$ cat src/shared/irq_flags_pkg.sv
// Purpose: Constants shared by the peripheral event flag block
// Assumes: APB with 32-bit data, byte addresses on paddr
// Notes: Flag register printed offset is a word index, byte address is four times it
package irq_flags_pkg;
   // Bus widths
   localparam int ADDR_W = 8;
   localparam int DATA_W = 32;
   // Word index of the flag register and its byte address
   localparam logic [7:0] FLAGS_INDEX = 8'h16;
   localparam logic [7:0] FLAGS_ADDR = 8'(FLAGS_INDEX * 8'h04);
   // Byte addresses of the supporting registers
   localparam logic [7:0] CTRL_ADDR = 8'h00;
   localparam logic [7:0] T1_PERIOD_ADDR = 8'h04;
   localparam logic [7:0] T2_PERIOD_ADDR = 8'h08;
   localparam logic [7:0] T3_PERIOD_ADDR = 8'h0C;
   localparam logic [7:0] CHANGE_PORT_ADDR = 8'h10;
   localparam logic [7:0] IRQ_STATUS_ADDR = 8'h14;
   localparam logic [7:0] IRQ_MASK_ADDR = 8'h18;
   // Flag bit positions
   localparam int BIT_CHANGE = 7;
   localparam int BIT_T3 = 6;
   localparam int BIT_T2 = 5;
   localparam int BIT_T1 = 4;
   localparam int BIT_CAP2 = 3;
   localparam int BIT_CAP1 = 2;
   localparam int BIT_TX = 1;
   localparam int BIT_RX = 0;
   // Control bit positions
   localparam int CTRL_CAP1_SEL = 0;
   localparam int CTRL_WIDE = 1;
   localparam int CTRL_GDIS = 2;
   // Reset values and masks
   localparam logic [7:0] FLAGS_RESET = 8'h02;
   localparam logic [7:0] FLAGS_WR_MASK = 8'hFC;
   localparam logic [7:0] BYTE_ZERO = 8'h00;
   localparam logic [15:0] HALF_ZERO = 16'h0000;
   localparam logic [15:0] T3_MAX = 16'hFFFF;
   localparam logic [31:0] WORD_ZERO = 32'h0000_0000;
endpackage

$ cat src/rtl/bit_sync.sv
// Purpose: Two-stage synchroniser for pin inputs
// Assumes: Inputs are asynchronous to pclk
// Notes: First stage feeds only the second stage
`timescale 1ns/100ps
module bit_sync #(
   parameter int WIDTH = 1
) (
   // Clock and reset
   input wire logic pclk,
   input wire logic presetn,
   // Raw and synchronised levels
   input wire logic [WIDTH-1:0] din,
   output logic [WIDTH-1:0] dout
);
   // Metastability catcher, read by the second stage alone
   logic [WIDTH-1:0] stage1;

   // Both stages clear at reset
   always_ff @(posedge pclk or negedge presetn) begin
      if (!presetn) begin
         stage1 <= '0;
         dout <= '0;
      end else begin
         stage1 <= din;
         dout <= stage1;
      end
   end
endmodule

$ cat src/rtl/peripheral_irq_flags.sv
// Purpose: Peripheral event flag register with APB access and one interrupt line
// Assumes: Timer counts and buffer levels come from logic on pclk; pins are asynchronous
// Notes: Flags latch whatever the enables; interrupt output lags status by one cycle
// How it works
// - Flags set regardless of any enable
// - Bit 7 sets on change port mismatch
// - Capture mode: bit 6 on timer3 overflow
// - Period mode: bit 6 on period rollover
// - Bit 5 on timer2 period rollover
// - Narrow mode: bit 4 on timer1 rollover
// - Wide mode: bit 4 on pair rollover
// - Bit 3 on capture2 pin event
// - Bit 2 on capture1 pin event
// - Bit 1 shows transmit buffer empty
// - Bit 0 shows receive buffer full
//
// Design decision made here: the APB interface to the registers.
`timescale 1ns/100ps
module peripheral_irq_flags #(
   parameter int CHANGE_WIDTH = 4
) (
   // APB slave
   input wire logic pclk,
   input wire logic presetn,
   input wire logic psel,
   input wire logic penable,
   input wire logic pwrite,
   input wire logic [irq_flags_pkg::ADDR_W-1:0] paddr,
   input wire logic [irq_flags_pkg::DATA_W-1:0] pwdata,
   output logic [irq_flags_pkg::DATA_W-1:0] prdata,
   output logic pready,
   output logic pslverr,
   // Pins
   input wire logic [CHANGE_WIDTH-1:0] change_port,
   input wire logic capture1_pin,
   input wire logic capture2_pin,
   // Timer counts
   input wire logic [7:0] timer1_count,
   input wire logic [7:0] timer2_count,
   input wire logic [15:0] timer3_count,
   // Serial buffer levels
   input wire logic tx_buffer_full,
   input wire logic rx_buffer_full,
   // Results
   output logic [7:0] peripheral_event_flags,
   output logic capture1_select,
   output logic timer_wide_mode,
   output logic global_irq_disable,
   output logic irq
);
   import irq_flags_pkg::*;

   // Synchronised pins
   logic [CHANGE_WIDTH-1:0] port_sync;
   logic [1:0] cap_sync;
   // Stored state
   logic [CHANGE_WIDTH-1:0] port_latch;
   logic [1:0] cap_prev;
   logic [7:0] t1_prev;
   logic [7:0] t2_prev;
   logic [15:0] t3_prev;
   logic [7:0] timer1_period;
   logic [7:0] timer2_period;
   logic [15:0] timer3_period_pair;
   logic [7:0] irq_status;
   logic [7:0] irq_mask;
   // Next values
   logic [DATA_W-1:0] next_prdata;
   logic next_pready;
   logic next_pslverr;
   logic [7:0] next_flags;
   logic next_cap1_sel;
   logic next_wide;
   logic next_gdis;
   logic next_irq;
   logic [CHANGE_WIDTH-1:0] next_port_latch;
   logic [7:0] next_t1_period;
   logic [7:0] next_t2_period;
   logic [15:0] next_t3_period;
   logic [7:0] next_status;
   logic [7:0] next_mask;
   // Decoded strobes and events
   logic access;
   logic wr;
   logic rd;
   logic mapped;
   logic mismatch;
   logic t1_narrow_roll;
   logic t1_wide_roll;
   logic t2_roll;
   logic t3_overflow;
   logic t3_period_roll;
   logic [7:0] ev;

   // Pin synchronisers
   bit_sync #(.WIDTH(CHANGE_WIDTH)) u_port_sync (
      .pclk(pclk),
      .presetn(presetn),
      .din(change_port),
      .dout(port_sync)
   );

   bit_sync #(.WIDTH(2)) u_cap_sync (
      .pclk(pclk),
      .presetn(presetn),
      .din({capture2_pin, capture1_pin}),
      .dout(cap_sync)
   );

   // Transfer completes at the access edge; pready is high only there
   assign access = psel & penable & pready;
   assign wr = access & pwrite;
   assign rd = access & ~pwrite;

   // Event detection from previous and present samples
   always_comb begin
      // Mismatch holds while the port differs from the value latched at the last port read
      mismatch = (port_sync != port_latch);
      t1_narrow_roll = (t1_prev == timer1_period) && (timer1_count == BYTE_ZERO);
      t1_wide_roll = ({t2_prev, t1_prev} == {timer2_period, timer1_period}) &&
                     ({timer2_count, timer1_count} == HALF_ZERO);
      t2_roll = (t2_prev == timer2_period) && (timer2_count == BYTE_ZERO);
      t3_overflow = (t3_prev == T3_MAX) && (timer3_count == HALF_ZERO);
      t3_period_roll = (t3_prev == timer3_period_pair) && (timer3_count == HALF_ZERO);
      ev = BYTE_ZERO;
      ev[BIT_CHANGE] = mismatch;
      // Source depends on capture1 mode
      ev[BIT_T3] = capture1_select ? t3_overflow : t3_period_roll;
      ev[BIT_T2] = t2_roll;
      // Source depends on timer width
      ev[BIT_T1] = timer_wide_mode ? t1_wide_roll : t1_narrow_roll;
      // Rising edges count as capture events
      ev[BIT_CAP2] = cap_sync[1] & ~cap_prev[1];
      ev[BIT_CAP1] = cap_sync[0] & ~cap_prev[0];
      // Level flags raise a status event only on entry
      ev[BIT_TX] = ~tx_buffer_full & ~peripheral_event_flags[BIT_TX];
      ev[BIT_RX] = rx_buffer_full & ~peripheral_event_flags[BIT_RX];
   end

   // Register next values and read decode
   always_comb begin
      next_flags = peripheral_event_flags;
      next_cap1_sel = capture1_select;
      next_wide = timer_wide_mode;
      next_gdis = global_irq_disable;
      next_port_latch = port_latch;
      next_t1_period = timer1_period;
      next_t2_period = timer2_period;
      next_t3_period = timer3_period_pair;
      next_status = irq_status;
      next_mask = irq_mask;
      next_prdata = prdata;
      next_pready = psel & ~penable;
      next_pslverr = 1'b0;
      mapped = 1'b1;
      // Writes land at the access edge only
      if (wr && paddr == FLAGS_ADDR) begin
         // Read-only low bits keep hardware values
         next_flags = (peripheral_event_flags & ~FLAGS_WR_MASK) | (pwdata[7:0] & FLAGS_WR_MASK);
      end else if (wr && paddr == CTRL_ADDR) begin
         next_cap1_sel = pwdata[CTRL_CAP1_SEL];
         next_wide = pwdata[CTRL_WIDE];
         next_gdis = pwdata[CTRL_GDIS];
      end else if (wr && paddr == T1_PERIOD_ADDR) begin
         next_t1_period = pwdata[7:0];
      end else if (wr && paddr == T2_PERIOD_ADDR) begin
         next_t2_period = pwdata[7:0];
      end else if (wr && paddr == T3_PERIOD_ADDR) begin
         next_t3_period = pwdata[15:0];
      end else if (wr && paddr == IRQ_STATUS_ADDR) begin
         // Write one to clear
         next_status = irq_status & ~pwdata[7:0];
      end else if (wr && paddr == IRQ_MASK_ADDR) begin
         next_mask = pwdata[7:0];
      end else if (rd && paddr == CHANGE_PORT_ADDR) begin
         // Reading the port takes a new reference, ending the mismatch
         next_port_latch = port_sync;
      end
      // Hardware sets override any write, whatever the enables say
      next_flags = next_flags | (ev & FLAGS_WR_MASK);
      next_flags[BIT_TX] = ~tx_buffer_full;
      next_flags[BIT_RX] = rx_buffer_full;
      next_status = next_status | ev;
      // Read data captured in the setup cycle
      if (psel && !penable) begin
         if (paddr == FLAGS_ADDR) begin
            next_prdata = {24'h00_0000, peripheral_event_flags};
         end else if (paddr == CTRL_ADDR) begin
            next_prdata = {29'h0000_0000, global_irq_disable, timer_wide_mode, capture1_select};
         end else if (paddr == T1_PERIOD_ADDR) begin
            next_prdata = {24'h00_0000, timer1_period};
         end else if (paddr == T2_PERIOD_ADDR) begin
            next_prdata = {24'h00_0000, timer2_period};
         end else if (paddr == T3_PERIOD_ADDR) begin
            next_prdata = {16'h0000, timer3_period_pair};
         end else if (paddr == CHANGE_PORT_ADDR) begin
            next_prdata = DATA_W'(port_sync);
         end else if (paddr == IRQ_STATUS_ADDR) begin
            next_prdata = {24'h00_0000, irq_status};
         end else if (paddr == IRQ_MASK_ADDR) begin
            next_prdata = {24'h00_0000, irq_mask};
         end else begin
            // Unmapped address answers zero with an error
            next_prdata = WORD_ZERO;
            mapped = 1'b0;
         end
         next_pslverr = ~mapped;
      end
      // Line follows unmasked status, silenced by the global disable
      next_irq = (|(irq_status & irq_mask)) & ~global_irq_disable;
   end

   // State registers
   always_ff @(posedge pclk or negedge presetn) begin
      if (!presetn) begin
         prdata <= WORD_ZERO;
         pready <= 1'b0;
         pslverr <= 1'b0;
         peripheral_event_flags <= FLAGS_RESET;
         capture1_select <= 1'b0;
         timer_wide_mode <= 1'b0;
         global_irq_disable <= 1'b0;
         irq <= 1'b0;
         port_latch <= '0;
         cap_prev <= 2'h0;
         t1_prev <= BYTE_ZERO;
         t2_prev <= BYTE_ZERO;
         t3_prev <= HALF_ZERO;
         timer1_period <= BYTE_ZERO;
         timer2_period <= BYTE_ZERO;
         timer3_period_pair <= HALF_ZERO;
         irq_status <= BYTE_ZERO;
         irq_mask <= BYTE_ZERO;
      end else begin
         prdata <= next_prdata;
         pready <= next_pready;
         pslverr <= next_pslverr;
         peripheral_event_flags <= next_flags;
         capture1_select <= next_cap1_sel;
         timer_wide_mode <= next_wide;
         global_irq_disable <= next_gdis;
         irq <= next_irq;
         port_latch <= next_port_latch;
         cap_prev <= cap_sync;
         t1_prev <= timer1_count;
         t2_prev <= timer2_count;
         t3_prev <= timer3_count;
         timer1_period <= next_t1_period;
         timer2_period <= next_t2_period;
         timer3_period_pair <= next_t3_period;
         irq_status <= next_status;
         irq_mask <= next_mask;
      end
   end
endmodule

$ cat config.mk
export PLATFORM = sky130hd
export DESIGN_NAME = peripheral_irq_flags
export DESIGN_NICKNAME = d
export VERILOG_FILES = /design/src/shared/irq_flags_pkg.sv /design/src/rtl/bit_sync.sv /design/src/rtl/peripheral_irq_flags.sv
export SDC_FILE = /design/constraint.sdc
export NUM_CORES = 1
export LEC_CHECK = 0
export ABC_AREA = 1
export ABC_CLOCK_PERIOD_IN_PS = 2300
export BUFFER_PORTS_ARGS = -buffer_cell sky130_fd_sc_hd__buf_2
export CORE_AREA = 2 2 77 135
export CTS_BUF_LIST = sky130_fd_sc_hd__clkbuf_8
export DETAILED_ROUTE_END_ITERATION = 16
export DIE_AREA = 0 0 79 137
export GPL_TIMING_DRIVEN = 0
export PLACE_DENSITY = 0.93
export SLEW_MARGIN = 40
export SYNTH_ARGS = -nofsm -noshare
export SYNTH_HDL_FRONTEND = slang
export SYNTH_SLANG_ARGS = --single-unit
export TNS_END_PERCENT = 1
$ cat constraint.sdc
create_clock -name pclk -period 2.3 [get_ports pclk]
set_input_delay 0.46 -clock pclk [delete_from_list [all_inputs] [get_ports pclk]]
set_output_delay 0.46 -clock pclk [all_outputs]
set_load 0.03 [all_outputs]
==> impl_results.md, run 1 <==
* Commonest non-fill, non-tap cell in the layout: dfrtp_1
* Cells after Synth at 618
* Leakage at 3.477 nW
* CTS clk-pin slew, worst paths at 0.08 ns
* Share of post-route cells with drive strength above 1 at 27.06%
* CTS tree: yes
* Pwr dens at 700.7 mW/mm^2
* IO Pins at 131
* Largest delay contributor family on the critical path: flip-flops
* Setup crit end kind: primary output
* H-tree depth at 4
* Post-CTS setup buffers at 0
* Synthesized area per cell at 9.248 sq um
* Crit path kind: reg -> out
* Unrepaired setup endpoints after global routing: no
* Fill cells at 731
* Number of global-route vias before repair at 4866
* DRT iter0 DRCs at 336
* Max VDD drop at 0.6445 mV
* Hold Crit Class: in -> reg
* First-pass GRT wire length at 23830 um
* Int Pwr at 3.572 mW
* Post-Layout Cell Count at 890
* Die footprint at 0.01082 sq mm
* Post-CTS Hold Fix Bufs at 1
* Multi-input logic area at 0.002133 sq mm
* Sw power at 1.258 mW
* Period utilization at 72.40%
* Rel. slew slack at 61.78%
* Crit-path max cell delay at 0.56 ns
* Placer Congestion at 0.8926
* Register area share after synthesis at 56.06%
* Via Count at 4866
* Area Growth Syn to Fin at 20.60%
* Worst path required time at 1.84 ns
* Final WL at 15300 um
* Number of flops mapped to enable cells by yosys at 0
* Crit-path slowest cell: dfstp_2
* Worst setup SP type: register
* Sw frac at 26.05%
* Post-route DRC at 0
* Synth warn at 0
* Total track usage at 29.63%
* Final hold violations at 0
* Max Fclk at 600.6 MHz
* Clock buffer depth at 2
* Initial core utilization at 58.74%
* Worst-Margin Slew at 0.5734 ns
* Post-DR wirelength/cell at 17.19 um
* DR pass1 iterations at 7
* Core Region at 0.009729 sq mm
* CTS buffer count at 17
* Setup slack after layout at 0.6349 ns
* Sequential cell area at 0.003204 sq mm
* Dpl ws at 0.4189 ns
* Slew Limit Fails at 0
* Remaining antenna violation count at 0
* # diodes at 0
* Dominant synthesized flop cell: dfrtp_1
* Number of synthesized register bits at 128
* Resize count post-CTS at 0
* Sequential power share at 48.7%
* Clock Skew at 0.01302 ns
* Most frequent cells in the layout: dfrtp_1 (127), nand2_1 (120), buf_2 (103)
* Crit Path Max Fanout at 3
* Max Cap Viol at 0
* Largest net degree at the start of global routing at 72
* Nets at 837
* Critical Path AT at 1.21 ns
* Num rows at 48
* Clock power share at 42.9%
* Synth cell types at 39
* Status: completed
* Final Util at 70.85%
* Final setup vio count at 0
* Port Buffers at 98
* Synth Cell Area at 0.005715 sq mm
* Initial antenna violation count at 0
* Tmin final at 1.665 ns
* Post-DP HPWL at 11430 um
* Die Ht at 137 um
* Clock sink count at 128
* WP buf/inv at 1
* Post-synth ARST share at 100.0%
* Placed Instances at 857
* Combinational share of power at 8.4%
* Root buf cell: clkbuf_8
* Setup TNS at 0 ns
* Worst skew pair latency at 0.45 ns
* Critical Path, Cell by Cell: buf_2
* DR vias/cell at 5.467
* Die W at 79 um
* GRT overflow at 0
==> power groups by stage <==
stage	Sequential, mW	Combinational [mW]	Clock (mW)
floorplan	2.43	0.172	0
global placement	2.39	0.383	0
detailed placement	2.40	0.402	0
CTS	2.35	0.406	2.08
global route	2.36	0.440	2.20
finish	2.35	0.404	2.07
==> worst paths after layout <==
check | slack [ns] | to | start | cells past startpoint
max | 0.63 | peripheral_event_flags[1] | peripheral_event_flags[1]$_DFF_PN1_ | 1
min | 0.11 | u_port_sync.stage1[3]$_DFF_PN0_ | change_port[3] | 1
max reg2reg | 0.73 | peripheral_event_flags[6]$_DFF_PN0_ | capture1_select$_DFFE_PN0P_ | 7
min reg2reg | 0.34 | u_port_sync.dout[1]$_DFF_PN0_ | u_port_sync.stage1[1]$_DFF_PN0_ | 0
max in group asynchronous | 1.10 | peripheral_event_flags[7]$_DFF_PN0_ | presetn | 3
min in group asynchronous | 0.51 | u_cap_sync.dout[0]$_DFF_PN0_ | presetn | 2
==> registers in the layout (all words and copies together) (netlist names), 4 cells and up <==
register / cells
prdata: 16
t3_prev: 16
timer3_period_pair: 16
irq_mask: 8
irq_status: 8
peripheral_event_flags: 8
t1_prev: 8
t2_prev: 8
timer1_period: 8
timer2_period: 8
port_latch: 4
u_port_sync.dout: 4
u_port_sync.stage1: 4
==> metrics by stage <==
| step | power [mW] | hold slack, ns | area (sq um) |
|---|---|---|---|
| 2_1_floorplan | 2.604 | 0.1644 | 5772 |
| 3_3_place_gp | 2.776 | 0.3325 | 6419 |
| 3_5_place_dp | 2.797 | 0.3347 | 6456 |
| 4_1_cts | 4.837 | 0.1017 | 6893 |
| 5_1_grt | 4.995 | 0.09501 | 6893 |
| 6_report | 4.830 | 0.1117 | 6893 |
==> area by class of cell <==
cell class                      instances  share of cell area (%)
Multi-Input combinational cell        417                   30.95
Buffer                                 29                   3.050
Sequential cell                       128                   46.49
Timing Repair Buffer                  100                   7.805
Tap cell                              125                   2.269
Inverter                               59                   3.249
Clock inverter                         14                   2.596
Clock buffer                           18                   3.594
==> logic make-up after synthesis <==
| group | Yosys count | synth area share (%) |
|---|---|---|
| flops | 128 | 56.06 |
| mux | 3 | 0.5910 |
| simple gates | 280 | 22.31 |
| compound gates | 90 | 9.085 |
| xor+xnor | 28 | 4.291 |
| buf+inv | 88 | 7.596 |
| other cells | 1 | 0.06561 |
==> cells in the mapped netlist (8+ instances only) <==
library cell / instances / area (sq um)
buf_4: 17 / 127.6
a21oi_1: 17 / 85.08
nand2_2: 11 / 68.82
o21ai_2: 8 / 70.07
xor2_1: 13 / 113.9
xnor2_1: 15 / 131.4
nand4_1: 12 / 75.07
inv_1: 54 / 202.7
nand3_1: 26 / 130.1
nor3_1: 8 / 40.04
nor2_1: 73 / 274.0
dfrtp_1: 127 / 3178
nand2_1: 120 / 450.4
o21ai_1: 20 / 100.1
o21ai_0: 32 / 160.2
==> metal layers <==
layer | vias up | wire, um | track usage (%)
met5 | - | 0 | 0
met4 | 0 | 855 | 19.73
met3 | 55 | 841 | 6.201
met2 | 239 | 8454 | 53.34
met1 | 2345 | 5151 | 30.26
li1 | 2227 | - | -
(Power assumes the default switching activity.)
==> run 2: changes to the inputs <==
ABC_CLOCK_PERIOD_IN_PS = 1350   (was 2300)
CORE_AREA = 2 2 84 147   (was 2 2 77 135)
DIE_AREA = 0 0 86 149   (was 0 0 79 137)
PLACE_DENSITY = 0.84   (was 0.93)
clock period = 1.35 ns   (was 2.3 ns; I/O delays follow)
==> run 2 against run 1 <==
The run now ends with setup timing left. Global-route usage fell by 4.6 points. Register-to-register slack got worse by 0.78 ns. Largest power group unchanged. Highest routed layer unchanged. Die area rose by 18%. Clock skew barely moved.
==> impl_results.md, run 2 (synthesis results as in run 1) <==
* Clock sink count at 128
* Initial core utilization at 48.69%
* Worst path required time at 1.74 ns
* Die footprint at 0.01281 sq mm
* Fill cells at 926
* Post-DR wirelength/cell at 16.20 um
* Hold WS at 0.05716 ns
* Remaining antenna violation count at 0
* IO Pins at 131
* Core Region at 0.01174 sq mm
* Num rows at 53
* Setup slack after layout at -0.04850 ns
* Unrepaired setup endpoints after global routing: yes
* Largest net degree at the start of global routing at 82
* Leakage at 3.679 nW
* CTS clk-pin slew, worst paths at 0.08 ns
* Share of post-route cells with drive strength above 1 at 27.30%
* Critical Path, Cell by Cell: inv_1, nor2_1, nor3b_2, nand3_1, o21ai_1, nand2_1, nand2_1
* Crit-path slowest cell: dfrtp_1
* Die Ht at 149 um
* # diodes at 0
* Clock buffer depth at 2
* Final WL at 15270 um
* Failing checks: setup timing
* Reg2Reg Setup Slack at -0.05 ns
* DRT iter0 DRCs at 336
* Status: complete, but fails checks
* Commonest non-fill, non-tap cell in the layout: dfrtp_1
* Rel. slew slack at 63.04%
* Final hold violations at 0
* Worst-Margin Slew at 0.5544 ns
* Slew Limit Fails at 0
* Max Fclk at 715.1 MHz
* Worst setup SP type: register
* DR pass1 iterations at 6
* Pwr dens at 1094 mW/mm^2
* Port Buffers at 98
* Worst skew pair latency at 0.46 ns
* Max VDD drop at 0.8432 mV
* Largest delay contributor family on the critical path: simple AND/OR/NAND/NOR gates
* Number of global-route vias before repair at 4979
* Via Count at 4940
* GRT overflow at 0
* Post-route DRC at 0
* Die W at 86 um
* Crit path kind: reg -> reg
* Placed Instances at 869
* Period utilization at 103.6%
* CTS tree: yes
* Root buf cell: clkbuf_8
* Most frequent cells in the layout: dfrtp_1 (123), nand2_1 (120), buf_2 (91)
* Hold Crit Class: in -> reg
* Worst path most repeated cell: nand2_1
* Crit Path Max Fanout at 3
* Total track usage at 25.01%
* Nets at 878
* Crit-path max cell delay at 0.42 ns
* WP buf/inv at 1
* Area Growth Syn to Fin at 29.38%
* DR vias/cell at 5.239
* Final setup vio count at 6
* Max Cap Viol at 0
* Largest registers: prdata (16), t3_prev (16), timer3_period_pair (16)
* Initial antenna violation count at 0
* Tmin final at 1.399 ns
* Post-DP HPWL at 10870 um
* Critical Path AT at 1.79 ns
* Post-Layout Cell Count at 943
* Placer Congestion at 0.9323
* First-pass GRT wire length at 23890 um
* H-tree depth at 4
* CTS buffer count at 17
* Clock Skew at 0.01260 ns
* Setup crit end kind: register
## run 2: path summary, 6_finish.rpt
path,from,endpoint,depth (start not counted)
min in group asynchronous,presetn,cap_prev[1]$_DFF_PN0_,2
worst min-delay path,pwdata[9],timer3_period_pair[9]$_DFFE_PN0P_,3
worst max-delay path,timer2_period[1]$_DFFE_PN0P_,irq_status[4]$_DFF_PN0_,7
max in group asynchronous,presetn,pready$_DFF_PN0_,3
worst max register to register,timer2_period[1]$_DFFE_PN0P_,irq_status[4]$_DFF_PN0_,7
worst min register to register,u_port_sync.stage1[0]$_DFF_PN0_,u_port_sync.dout[0]$_DFF_PN0_,0
## run 2: area by class of cell
type | instances | area, sq um | share of cell area, %
Buffer | 29 | 229.0 | 3.096
Clock inverter | 15 | 161.4 | 2.183
Multi-Input combinational cell | 417 | 2168 | 29.32
Inverter | 59 | 226.5 | 3.063
Clock buffer | 17 | 234.0 | 3.164
Timing Repair Buffer | 141 | 994.7 | 13.45
Sequential cell | 128 | 3209 | 43.40
Tap cell | 137 | 171.4 | 2.318
## run 2: worst min-delay path: stages
cell and delay, ns:
buf_2 0.08, nor2_1 0.03, a21oi_1 0.09
## run 2: power breakdown
group	internal [mW]	switching [mW]	total (mW)
sequential	3.95	0.0629	4.01
combinational	0.319	0.471	0.790
clock	1.66	1.63	3.29
total	5.93	2.17	8.09
## run 2: metal layers
metal	vias up	share of wire [%]	track usage, %
met5	-	0	0
met4	0	6.4	16.43
met3	69	4.5	5.036
met2	203	56	46.67
met1	2356	33	23.92
li1	2312	-	-
## run 2: repair_timing
item	in CTS	in global routing
gates resized for setup	25	14
setup endpoints to repair	25	43
buffers inserted	1	0
pin swaps	2	0
hold buffers	41	0
endpoints found under the hold margin	86	0
cloned	0	0
## run 2: through the flow
step                      util (%)  setup TNS (ns)  setup slack [ns]  power [mW]  area, sq um
after floorplan                  -        -0.05795          -0.03194       4.436         5774
after global placement       54.83         -206.04            -1.764       4.738         6436
final                        63.00         -0.1341          -0.04850       8.092         7395
after detailed placement     55.15          -12.64           -0.2795       4.763         6474
after CTS                    62.68        -0.09408          -0.05127       8.117         7357
after global routing         63.00          -1.078           -0.1739       8.391         7395
